--- config.mk ---
export PLATFORM = sky130hd
export DESIGN_NAME = tmcc_core
export DESIGN_NICKNAME = d
export VERILOG_FILES = /design/src/logic/tmcc_pkg.sv /design/src/logic/tmcc_core.sv
export VERILOG_INCLUDE_DIRS = /design/src /design/src/logic
export SDC_FILE = /design/constraint.sdc
export NUM_CORES = 1
export LEC_CHECK = 0
export BUFFER_PORTS_ARGS = -buffer_cell sky130_fd_sc_hd__buf_2
export CORE_MARGIN = 4
export CORE_UTILIZATION = 48
export CTS_CLUSTER_DIAMETER = 50
export DETAILED_ROUTE_END_ITERATION = 12
export GPL_ROUTABILITY_DRIVEN = 0
export PLACE_DENSITY = 0.74
export SYNTH_ARGS = -nofsm -noshare
export SYNTH_HDL_FRONTEND = slang
export SYNTH_SLANG_ARGS = --single-unit
--- constraint.sdc ---
create_clock -name REF_CLK -period 3.77 [get_ports REF_CLK]
set_input_delay 0.5655 -clock REF_CLK [delete_from_list [all_inputs] [get_ports REF_CLK]]
set_output_delay 0.5655 -clock REF_CLK [all_outputs]
set_load 0.01 [all_outputs]
--- src/logic/tmcc_defines.svh ---
`ifndef TMCC_DEFINES_SVH
`define TMCC_DEFINES_SVH

// ----------------------------------------------------------------
// Register byte offsets
// ----------------------------------------------------------------
`define TMCC_OFS_CTRL0   8'h00
`define TMCC_OFS_CTRL1   8'h04
`define TMCC_OFS_CTRL2   8'h08
`define TMCC_OFS_PINSEL  8'h0C
`define TMCC_OFS_STAT    8'h10
`define TMCC_OFS_CNT_LO  8'h14
`define TMCC_OFS_CNT_HI  8'h18
`define TMCC_OFS_CMPA_LO 8'h1C
`define TMCC_OFS_CMPA_HI 8'h20
`define TMCC_OFS_PER_LO  8'h24
`define TMCC_OFS_PER_HI  8'h28

// ----------------------------------------------------------------
// Field positions and reset values
// ----------------------------------------------------------------
`define TMCC_PIN_IN_BIT   0
`define TMCC_PIN_OUT_BIT  1
`define TMCC_PIN_CAPX_BIT 2
`define TMCC_STAT_A_BIT   0
`define TMCC_STAT_P_BIT   1
`define TMCC_RST_BYTE     8'h00
`define TMCC_RST_WORD10   10'h000

// ----------------------------------------------------------------
// Encodings
// ----------------------------------------------------------------
`define TMCC_MODE_CMP    2'h0
`define TMCC_MODE_CAP    2'h1
`define TMCC_MODE_PWM    2'h2
`define TMCC_MODE_TMR    2'h3
`define TMCC_CK_SYS4     3'h0
`define TMCC_CK_SYS      3'h1
`define TMCC_CK_HI16     3'h2
`define TMCC_CK_HI64     3'h3
`define TMCC_CK_SUB0     3'h4
`define TMCC_CK_SUB1     3'h5
`define TMCC_CK_EXTR     3'h6
`define TMCC_CK_EXTF     3'h7
`define TMCC_IO_NONE     2'h0
`define TMCC_IO_LOW      2'h1
`define TMCC_IO_HIGH     2'h2
`define TMCC_IO_TOGGLE   2'h3
`define TMCC_EDGE_RISE   2'h0
`define TMCC_EDGE_FALL   2'h1
`define TMCC_RESP_OKAY   2'h0
`define TMCC_RESP_SLVERR 2'h2

// ----------------------------------------------------------------
// Timing counts
// ----------------------------------------------------------------
`define TMCC_FULL_SPAN   11'h400
`define TMCC_SYS_DIV_MAX 2'h3
`define TMCC_HI16_MAX    4'hF
`define TMCC_HI64_MAX    6'h3F

`endif

--- src/logic/tmcc_pkg.sv ---
package tmcc_pkg;

  // ----------------------------------------------------------------
  // Timer variants
  // ----------------------------------------------------------------
  typedef enum logic [1:0] {
    TMCC_COMPACT,
    TMCC_STANDARD,
    TMCC_PERIODIC
  } tmcc_variant_e;

  // Single pulse sequencer
  typedef enum logic {
    SP_IDLE,
    SP_RUN
  } tmcc_sp_e;

  // ----------------------------------------------------------------
  // Control register layouts
  // ----------------------------------------------------------------
  typedef struct packed {
    logic       pause;
    logic [2:0] counter_clock_select;
    logic       on;
    logic [2:0] compare_p_value;
  } tmcc_ctrl0_s;

  typedef struct packed {
    logic [1:0] mode;
    logic [1:0] io;
    logic       init_level;
    logic       invert;
    logic       rsv;
    logic       clr_on_a;
  } tmcc_ctrl1_s;

  typedef struct packed {
    logic [4:0] rsv;
    logic       single_pulse;
    logic [1:0] cap_edge;
  } tmcc_ctrl2_s;

endpackage : tmcc_pkg

--- src/logic/tmcc_core.sv ---
`timescale 1ns/100ps
`include "tmcc_defines.svh"

// How it works
// - Free-running up-counter compared against comparators
// - Match raises interrupt, may clear, drive pin
// - Three-bit field picks counter clock source
// - Separate interrupts for comparator A and P
// - External clock pin edge rising or falling
// - Capture edge rising, falling or both
// - External clock pin triggers single pulse
// - Periodic variant captures from clock pin too
// - Compare match drives pin high, low, toggle
// - PWM waveform on the same output pin
// - Pin function bits gate timer pin signals
// - High bytes direct, low bytes via buffer
// - Low-byte comparator write fills buffer only
// - High-byte write also loads buffered low byte
// - High-byte read latches low byte into buffer
// - Low-byte read returns the shared buffer
// - Compact variant: no capture, no single pulse
// - One edge-aligned PWM, period or duty
// - Compact P is three bits on top counter
module tmcc_core #(
  parameter tmcc_pkg::tmcc_variant_e VARIANT = tmcc_pkg::TMCC_PERIODIC
) (
  input  wire logic        REF_CLK,
  input  wire logic        RST,
  input  wire logic        HIGH_CLK_TICK,
  input  wire logic        SUB_CLK_TICK,
  input  wire logic        EXT_COUNT_CLOCK_PIN,
  input  wire logic        CAPTURE_INPUT_PIN,
  input  wire logic        INT_ACK_A,
  input  wire logic        INT_ACK_P,
  output logic             TIMER_OUTPUT_PIN,
  output logic             TIMER_OUTPUT_SEL,
  output logic             IRQ_A,
  output logic             IRQ_P,
  input  wire logic [7:0]  S_AXI_AWADDR,
  input  wire logic        S_AXI_AWVALID,
  output logic             S_AXI_AWREADY,
  input  wire logic [31:0] S_AXI_WDATA,
  input  wire logic [3:0]  S_AXI_WSTRB,
  input  wire logic        S_AXI_WVALID,
  output logic             S_AXI_WREADY,
  output logic [1:0]       S_AXI_BRESP,
  output logic             S_AXI_BVALID,
  input  wire logic        S_AXI_BREADY,
  input  wire logic [7:0]  S_AXI_ARADDR,
  input  wire logic        S_AXI_ARVALID,
  output logic             S_AXI_ARREADY,
  output logic [31:0]      S_AXI_RDATA,
  output logic [1:0]       S_AXI_RRESP,
  output logic             S_AXI_RVALID,
  input  wire logic        S_AXI_RREADY
);

  localparam logic HAS_CAP = (VARIANT != tmcc_pkg::TMCC_COMPACT);

  tmcc_pkg::tmcc_ctrl0_s ctrl0;
  tmcc_pkg::tmcc_ctrl1_s ctrl1;
  tmcc_pkg::tmcc_ctrl2_s ctrl2;
  tmcc_pkg::tmcc_sp_e    sp_state;
  logic [2:0]  pinsel;
  logic [9:0]  cnt;
  logic [9:0]  cmpa;
  logic [9:0]  per;
  logic [7:0]  byte_buf;
  logic        flag_a;
  logic        flag_p;
  logic        on_q;
  logic        out_lvl;
  logic [1:0]  sys_div;
  logic [5:0]  hi_div;
  logic        ext_q;
  logic        cap_q;
  logic [7:0]  aw_addr;
  logic [7:0]  w_data;
  logic        w_lane0;
  logic        ar_go;
  logic        wr_go;
  logic        wr_en;
  logic        wr_map;
  logic        rd_map;
  logic [7:0]  rd_val;
  logic        ext_in;
  logic        cap_in;
  logic        ext_rise;
  logic        ext_fall;
  logic        cap_ev;
  logic        tick;
  logic        sp_mode;
  logic        sp_trig;
  logic        run;
  logic [10:0] inc;
  logic [10:0] a_tgt;
  logic [10:0] p_tgt;
  logic        match_a;
  logic        match_p;
  logic        on_rise;
  logic        pwm_on;

  // ----------------------------------------------------------------
  // Pin gating and edge detection
  // ----------------------------------------------------------------
  // gate pin inputs
  assign ext_in = EXT_COUNT_CLOCK_PIN & pinsel[`TMCC_PIN_IN_BIT];
  assign cap_in = (VARIANT == tmcc_pkg::TMCC_PERIODIC &&
                   pinsel[`TMCC_PIN_CAPX_BIT]) ? ext_in :
                  (CAPTURE_INPUT_PIN & pinsel[`TMCC_PIN_IN_BIT]);
  assign ext_rise = ext_in & ~ext_q;
  assign ext_fall = ~ext_in & ext_q;

  // Previous pin levels for edge detection
  always_ff @(posedge REF_CLK or posedge RST) begin
    if (RST) begin
      ext_q <= 1'b0;
      cap_q <= 1'b0;
    end else begin
      ext_q <= ext_in;
      cap_q <= cap_in;
    end
  end

  always_comb begin
    unique case (ctrl2.cap_edge)
      `TMCC_EDGE_RISE: cap_ev = cap_in & ~cap_q;
      `TMCC_EDGE_FALL: cap_ev = ~cap_in & cap_q;
      default:         cap_ev = cap_in ^ cap_q;
    endcase
  end

  // ----------------------------------------------------------------
  // Counter clock selection
  // ----------------------------------------------------------------
  // Prescalers run freely so a source switch needs no resync
  always_ff @(posedge REF_CLK or posedge RST) begin
    if (RST) begin
      sys_div <= 2'h0;
      hi_div  <= 6'h00;
    end else begin
      sys_div <= sys_div + 2'h1;
      if (HIGH_CLK_TICK) begin
        hi_div <= hi_div + 6'h01;
      end
    end
  end

  always_comb begin
    unique case (ctrl0.counter_clock_select)
      `TMCC_CK_SYS4: tick = (sys_div == `TMCC_SYS_DIV_MAX);
      `TMCC_CK_SYS:  tick = 1'b1;
      `TMCC_CK_HI16: tick = HIGH_CLK_TICK &
                            (hi_div[3:0] == `TMCC_HI16_MAX);
      `TMCC_CK_HI64: tick = HIGH_CLK_TICK & (hi_div == `TMCC_HI64_MAX);
      `TMCC_CK_SUB0: tick = SUB_CLK_TICK;
      `TMCC_CK_SUB1: tick = SUB_CLK_TICK;
      `TMCC_CK_EXTR: tick = ext_rise;
      `TMCC_CK_EXTF: tick = ext_fall;
    endcase
  end

  // ----------------------------------------------------------------
  // Comparators
  // ----------------------------------------------------------------
  // no single pulse in compact
  assign sp_mode = HAS_CAP & ctrl2.single_pulse;
  assign sp_trig = sp_mode & ctrl0.on & ext_rise &
                   (sp_state == tmcc_pkg::SP_IDLE);
  assign run     = ctrl0.on & ~ctrl0.pause &
                   (~sp_mode | (sp_state == tmcc_pkg::SP_RUN));
  assign inc     = {1'b0, cnt} + 11'h001;
  assign on_rise = ctrl0.on & ~on_q;
  // Zero targets stand for a full 1024-count span
  assign a_tgt   = (cmpa == 10'h000) ? `TMCC_FULL_SPAN : {1'b0, cmpa};

  always_comb begin
    if (VARIANT == tmcc_pkg::TMCC_COMPACT) begin
      p_tgt = {1'b0, ctrl0.compare_p_value, 7'h00};
    end else begin
      p_tgt = {1'b0, per};
    end
    if (p_tgt == 11'h000) begin
      p_tgt = `TMCC_FULL_SPAN;
    end
  end

  assign match_a = run & tick & (inc == a_tgt) &
                   (ctrl1.mode != `TMCC_MODE_CAP);
  assign match_p = run & tick & (inc == p_tgt);

  always_ff @(posedge REF_CLK or posedge RST) begin
    if (RST) begin
      cnt  <= `TMCC_RST_WORD10;
      on_q <= 1'b0;
    end else begin
      on_q <= ctrl0.on;
      if (on_rise || sp_trig) begin
        cnt <= `TMCC_RST_WORD10;
      end else if (run && tick) begin
        if (ctrl1.clr_on_a ? match_a : match_p) begin
          cnt <= `TMCC_RST_WORD10;
        end else begin
          cnt <= inc[9:0];
        end
      end
    end
  end

  // Single pulse runs from trigger to the A match
  always_ff @(posedge REF_CLK or posedge RST) begin
    if (RST) begin
      sp_state <= tmcc_pkg::SP_IDLE;
    end else if (!sp_mode || !ctrl0.on) begin
      sp_state <= tmcc_pkg::SP_IDLE;
    end else if (sp_trig) begin
      sp_state <= tmcc_pkg::SP_RUN;
    end else if (match_a) begin
      sp_state <= tmcc_pkg::SP_IDLE;
    end
  end

  // ----------------------------------------------------------------
  // Output pin
  // ----------------------------------------------------------------
  // edge-aligned duty compare
  assign pwm_on = ctrl1.clr_on_a ? ({1'b0, cnt} < p_tgt) : (cnt < cmpa);

  always_ff @(posedge REF_CLK or posedge RST) begin
    if (RST) begin
      out_lvl <= 1'b0;
    end else if (sp_mode) begin
      out_lvl <= (sp_state == tmcc_pkg::SP_RUN) ? ctrl1.init_level :
                 ~ctrl1.init_level;
    end else if (ctrl1.mode == `TMCC_MODE_PWM) begin
      unique case (ctrl1.io)
        `TMCC_IO_NONE: out_lvl <= ~ctrl1.init_level;
        `TMCC_IO_LOW:  out_lvl <= ctrl1.init_level;
        default:       out_lvl <= pwm_on ? ctrl1.init_level :
                                  ~ctrl1.init_level;
      endcase
    end else if (ctrl1.mode == `TMCC_MODE_CMP) begin
      if (on_rise) begin
        out_lvl <= ctrl1.init_level;
      end else if (match_a) begin
        unique case (ctrl1.io)
          `TMCC_IO_NONE:   out_lvl <= out_lvl;
          `TMCC_IO_LOW:    out_lvl <= 1'b0;
          `TMCC_IO_HIGH:   out_lvl <= 1'b1;
          `TMCC_IO_TOGGLE: out_lvl <= ~out_lvl;
        endcase
      end
    end
  end

  always_ff @(posedge REF_CLK or posedge RST) begin
    if (RST) begin
      TIMER_OUTPUT_PIN <= 1'b0;
      TIMER_OUTPUT_SEL <= 1'b0;
    end else begin
      TIMER_OUTPUT_SEL <= pinsel[`TMCC_PIN_OUT_BIT];
      TIMER_OUTPUT_PIN <= pinsel[`TMCC_PIN_OUT_BIT] &
                          (out_lvl ^ ctrl1.invert);
    end
  end

  // ----------------------------------------------------------------
  // Interrupt pending flags
  // ----------------------------------------------------------------
  // separate A and P flags
  always_ff @(posedge REF_CLK or posedge RST) begin
    if (RST) begin
      flag_a <= 1'b0;
      flag_p <= 1'b0;
    end else begin
      if (match_a || (HAS_CAP && cap_ev && ctrl0.on &&
                      ctrl1.mode == `TMCC_MODE_CAP)) begin
        flag_a <= 1'b1;
      end else if (INT_ACK_A || (wr_en && aw_addr == `TMCC_OFS_STAT &&
                                 w_data[`TMCC_STAT_A_BIT])) begin
        flag_a <= 1'b0;
      end
      if (match_p) begin
        flag_p <= 1'b1;
      end else if (INT_ACK_P || (wr_en && aw_addr == `TMCC_OFS_STAT &&
                                 w_data[`TMCC_STAT_P_BIT])) begin
        flag_p <= 1'b0;
      end
    end
  end

  assign IRQ_A = flag_a;
  assign IRQ_P = flag_p;

  // ----------------------------------------------------------------
  // AXI4-Lite slave
  // ----------------------------------------------------------------
  assign wr_go = ~S_AXI_AWREADY & ~S_AXI_WREADY & ~S_AXI_BVALID;
  assign wr_en = wr_go & w_lane0 & wr_map;
  assign ar_go = S_AXI_ARVALID & S_AXI_ARREADY;

  // Address and data taken in either order, answered after both
  always_ff @(posedge REF_CLK or posedge RST) begin
    if (RST) begin
      S_AXI_AWREADY <= 1'b1;
      S_AXI_WREADY  <= 1'b1;
      S_AXI_BVALID  <= 1'b0;
      S_AXI_BRESP   <= `TMCC_RESP_OKAY;
      aw_addr       <= `TMCC_RST_BYTE;
      w_data        <= `TMCC_RST_BYTE;
      w_lane0       <= 1'b0;
    end else begin
      if (S_AXI_AWVALID && S_AXI_AWREADY) begin
        S_AXI_AWREADY <= 1'b0;
        aw_addr       <= S_AXI_AWADDR;
      end
      if (S_AXI_WVALID && S_AXI_WREADY) begin
        S_AXI_WREADY <= 1'b0;
        w_data       <= S_AXI_WDATA[7:0];
        w_lane0      <= S_AXI_WSTRB[0];
      end
      if (wr_go) begin
        S_AXI_BVALID  <= 1'b1;
        S_AXI_BRESP   <= wr_map ? `TMCC_RESP_OKAY : `TMCC_RESP_SLVERR;
        S_AXI_AWREADY <= 1'b1;
        S_AXI_WREADY  <= 1'b1;
      end else if (S_AXI_BVALID && S_AXI_BREADY) begin
        S_AXI_BVALID <= 1'b0;
      end
    end
  end

  // Writable decode; counter bytes are read-only
  always_comb begin
    unique case (aw_addr)
      `TMCC_OFS_CTRL0, `TMCC_OFS_CTRL1, `TMCC_OFS_CTRL2,
      `TMCC_OFS_PINSEL, `TMCC_OFS_STAT, `TMCC_OFS_CMPA_LO,
      `TMCC_OFS_CMPA_HI, `TMCC_OFS_PER_LO,
      `TMCC_OFS_PER_HI: wr_map = 1'b1;
      default:          wr_map = 1'b0;
    endcase
  end

  // Control registers
  always_ff @(posedge REF_CLK or posedge RST) begin
    if (RST) begin
      ctrl0  <= `TMCC_RST_BYTE;
      ctrl1  <= `TMCC_RST_BYTE;
      ctrl2  <= `TMCC_RST_BYTE;
      pinsel <= 3'h0;
    end else if (wr_en) begin
      if (aw_addr == `TMCC_OFS_CTRL0) begin
        ctrl0 <= w_data;
      end
      if (aw_addr == `TMCC_OFS_CTRL1) begin
        ctrl1 <= w_data;
      end
      if (aw_addr == `TMCC_OFS_CTRL2) begin
        ctrl2 <= w_data;
      end
      if (aw_addr == `TMCC_OFS_PINSEL) begin
        pinsel <= w_data[2:0];
      end
    end
  end

  // Comparators; capture yields to a software write
  always_ff @(posedge REF_CLK or posedge RST) begin
    if (RST) begin
      cmpa <= `TMCC_RST_WORD10;
      per  <= `TMCC_RST_WORD10;
    end else begin
      if (wr_en && aw_addr == `TMCC_OFS_CMPA_HI) begin
        cmpa <= {w_data[1:0], byte_buf};
      end else if (HAS_CAP && cap_ev && ctrl0.on &&
                   ctrl1.mode == `TMCC_MODE_CAP) begin
        cmpa <= cnt;
      end
      if (wr_en && aw_addr == `TMCC_OFS_PER_HI) begin
        per <= {w_data[1:0], byte_buf};
      end
    end
  end

  always_ff @(posedge REF_CLK or posedge RST) begin
    if (RST) begin
      byte_buf <= `TMCC_RST_BYTE;
    end else if (wr_en && (aw_addr == `TMCC_OFS_CMPA_LO ||
                           aw_addr == `TMCC_OFS_PER_LO)) begin
      byte_buf <= w_data;
    end else if (ar_go) begin
      unique case (S_AXI_ARADDR)
        `TMCC_OFS_CNT_HI:  byte_buf <= cnt[7:0];
        `TMCC_OFS_CMPA_HI: byte_buf <= cmpa[7:0];
        `TMCC_OFS_PER_HI:  byte_buf <= per[7:0];
        default:           byte_buf <= byte_buf;
      endcase
    end
  end

  // Read data mux
  always_comb begin
    rd_map = 1'b1;
    unique case (S_AXI_ARADDR)
      `TMCC_OFS_CTRL0:   rd_val = ctrl0;
      `TMCC_OFS_CTRL1:   rd_val = ctrl1;
      `TMCC_OFS_CTRL2:   rd_val = ctrl2;
      `TMCC_OFS_PINSEL:  rd_val = {5'h00, pinsel};
      `TMCC_OFS_STAT:    rd_val = {6'h00, flag_p, flag_a};
      `TMCC_OFS_CNT_HI:  rd_val = {6'h00, cnt[9:8]};
      `TMCC_OFS_CMPA_HI: rd_val = {6'h00, cmpa[9:8]};
      `TMCC_OFS_PER_HI:  rd_val = {6'h00, per[9:8]};
      `TMCC_OFS_CNT_LO, `TMCC_OFS_CMPA_LO,
      `TMCC_OFS_PER_LO:  rd_val = byte_buf;
      default: begin
        rd_val = `TMCC_RST_BYTE;
        rd_map = 1'b0;
      end
    endcase
  end

  // One read at a time, answered the cycle after acceptance
  always_ff @(posedge REF_CLK or posedge RST) begin
    if (RST) begin
      S_AXI_ARREADY <= 1'b1;
      S_AXI_RVALID  <= 1'b0;
      S_AXI_RDATA   <= 32'h0000_0000;
      S_AXI_RRESP   <= `TMCC_RESP_OKAY;
    end else if (ar_go) begin
      S_AXI_ARREADY <= 1'b0;
      S_AXI_RVALID  <= 1'b1;
      S_AXI_RDATA   <= {24'h00_0000, rd_val};
      S_AXI_RRESP   <= rd_map ? `TMCC_RESP_OKAY : `TMCC_RESP_SLVERR;
    end else if (S_AXI_RVALID && S_AXI_RREADY) begin
      S_AXI_RVALID  <= 1'b0;
      S_AXI_ARREADY <= 1'b1;
    end
  end

endmodule : tmcc_core

==> out/results.tsv <==
metric	value	unit
Critical-path top delay cell	a2111oi_0	
area grow syn2layout	13.5	%
CTS Hold Bufs	0	
startpoint types	flip-flop	
crit-path max cell delay	0.79	ns
Post-synth ARST share	100	%
DIE WIDTH	128	um
wire length per cell	18.8	um
Peak Freq	291	MHz
via count	5680	
initial antenna violation count	0	
clock latency on the worst-skew pair	0.42	ns
Pre-antenna DRT Iters	5	
CP max FO	14	
CTS Root Cell	clkbuf_16	
worst reg2reg setup slack	0.33	ns
vias per cell	5.97	
Power Dens Cells	568	mW/mm^2
Slew Limit Fails	0	
TritonCTS clock tree	built	
Detail Placement HPWL	12.9	mm
most frequent cell after synthesis	dfrtp_1	
post-synth top area share	40.1	%
predominant post-synthesis flop cell	dfrtp_1	
Core ar.	0.0140	sq mm
die area	0.0164	sq mm
Mapped Cells	711	
Worst Max-Slew Pin Slew	0.951	ns
maxcap violations	0	
status	finished, final reports clean	
die height	128	um
worst vdd ir	0.487	mV
clk slew on worst S/H paths	0.06	ns
Yosys top cell by area	dfrtp_1	
CTS Buffer Depth	2	
Initial DRC Count	502	
Nets	848	
I/O Buffers	56	
vias in the first global route	5730	
Sink Count	114	
synth cell count leaders	dfrtp_1 (111), nand2_1 (79), o21ai_0 (54), mux2_2 (48), inv_1 (37)	
first-pass GRT wire length	28.9	mm
Ant. Diodes	0	
Resize count post-CTS	0	
Post-Route WL	17.9	mm
IO Pins	110	
crit end category	flip-flop	
largest net degree at the start of global routing	68	
final cell count without fillers	952	
Placed Cells	920	
Layout fillers	1178	
Period minus WS final	3.44	ns
final setup fails	0	
setup bufs post-CTS	0	
Tot GR Track Use	22.3	%
CP top delay family	compound AO/OA/AOI/OAI gates	
drt drc	0	
num rows	43	
Starting Density	49.5	%
setup TNS	0	ns
synth top area cells	dfrtp_1 (40%), mux2_2 (7.8%), ha_1 (4.3%)	
Syn. warnings	0	
Avg Synthesized Cell Area	9.74	sq um
register area share after synthesis	41.3	%
H-tree depth	4	
worst path bufs/invs	0	
synthesized cell area	0.00692	sq mm
fraction of layout cells with a size suffix above 1	21.9	%
required time of the critical path	4.05	ns
ordered cell list for the critical path	and4_4 -> nand3_1 -> nor3b_1 -> a2111oi_0 -> nand4bb_1 -> o21ai_2 -> o211ai_1	
P_leak	3.57	nW
Fin Hold WS	0.313	ns
unrepaired setup endpoints after global routing	no	
Post-synth EDFFs	0	
Hold Fails Final Rpt	0	
WP data arrival	3.71	ns
Inserted Clock Buffers	17	
Setup Skew	0.00841	ns
Cell variety after synth	73	
number of routed nets with antenna violations	0	
FF+latch count, synth	114	
Crit Path Category	flip-flop to flip-flop	
Worst slew margin	36.4	%
Final period util	91.1	%
GR Overflow Total	0	
worst hold path type	input pin to flip-flop	
final cells by class:
cell class | count | area, sq um | share of cell area, %
multi-input combinational | 524 | 3650 | 46.5
sequential | 114 | 2860 | 36.3
clock buffer | 20 | 457 | 5.81
timing repair buffer | 65 | 348 | 4.43
tap | 180 | 225 | 2.87
clock inverter | 12 | 179 | 2.28
inverter | 37 | 141 | 1.80
registers in the layout (all words and copies together) (netlist names), 2 cells and up:
register     count
cmpa            10
cnt             10
per             10
S_AXI_RDATA      8
aw_addr          8
byte_buf         8
ctrl0            8
ctrl1            8
w_data           8
ctrl2            7
hi_div           6
pinsel           3
sys_div          2
layer usage:
metal	part of all wire, %	vias to the layer above	track usage (%)
li1	-	2615	-
met1	42	2775	29.0
met2	48	245	35.7
met3	7.2	45	5.46
met4	3.2	0	9.24
met5	0	-	0
cell usage in the layout, fill, tap and decap left out, types with 17 or more instances in the layout:
cell       Yosys  layout
a21oi_1       28      28
buf_2          9      56
clkbuf_16      0      17
conb_1         1      26
dfrtp_1      111     111
ha_1          24      24
inv_1         37      36
mux2_2        48      48
mux2i_1       23      23
nand2_1       79      79
nand3_1       18      18
nor2_1        30      30
o21ai_0       54      54
where the power goes:
group	internal, mW	total (mW)	leakage, nW	switching, mW
Sequential	1.50	1.86	1.44	0.361
Combinational	0.415	0.872	1.83	0.457
Clock	1.14	1.74	0.303	0.593
final timing paths:
path | startpoint | endpoint | depth (start not counted)
worst min register to register | sys_div[0] | sys_div[0] | 1
worst max-delay path | cnt[2] | cnt[5] | 7
worst max register to register | cnt[2] | cnt[5] | 7
max in group asynchronous | RST | S_AXI_ARREADY | 3
min in group asynchronous | RST | aw_addr[6] | 2
worst min-delay path | S_AXI_ARVALID | S_AXI_ARREADY | 2
logic make-up (layout without fill, tap and decap cells):
family          after synthesis  after routing  synth area share (%)
buf+inv                      98            134                  7.43
simple gates                213            213                  16.2
mux                          74             74                  12.1
flops                       114            114                  41.3
xor+xnor                     27             27                  3.81
fa+ha+maj                    24             24                  4.34
other cells                   1             26                0.0542
compound gates              160            160                  14.8
metrics by stage:
| step | setup slack, ns | util, % | power [mW] | area, sq um |
|---|---|---|---|---|
| 2_1_floorplan | 0.194 | - | 2.41 | 7020 |
| 3_3_place_gp | 0.634 | 51.6 | 2.67 | 7220 |
| 3_5_place_dp | 0.461 | 51.6 | 2.72 | 7220 |
| 4_1_cts | 0.448 | 56.2 | 4.47 | 7860 |
| 5_1_grt | 0.121 | 56.2 | 4.68 | 7860 |
| 6_report | 0.335 | 56.2 | 4.47 | 7860 |
No activity file was read; power rests on OpenSTA's default activity.
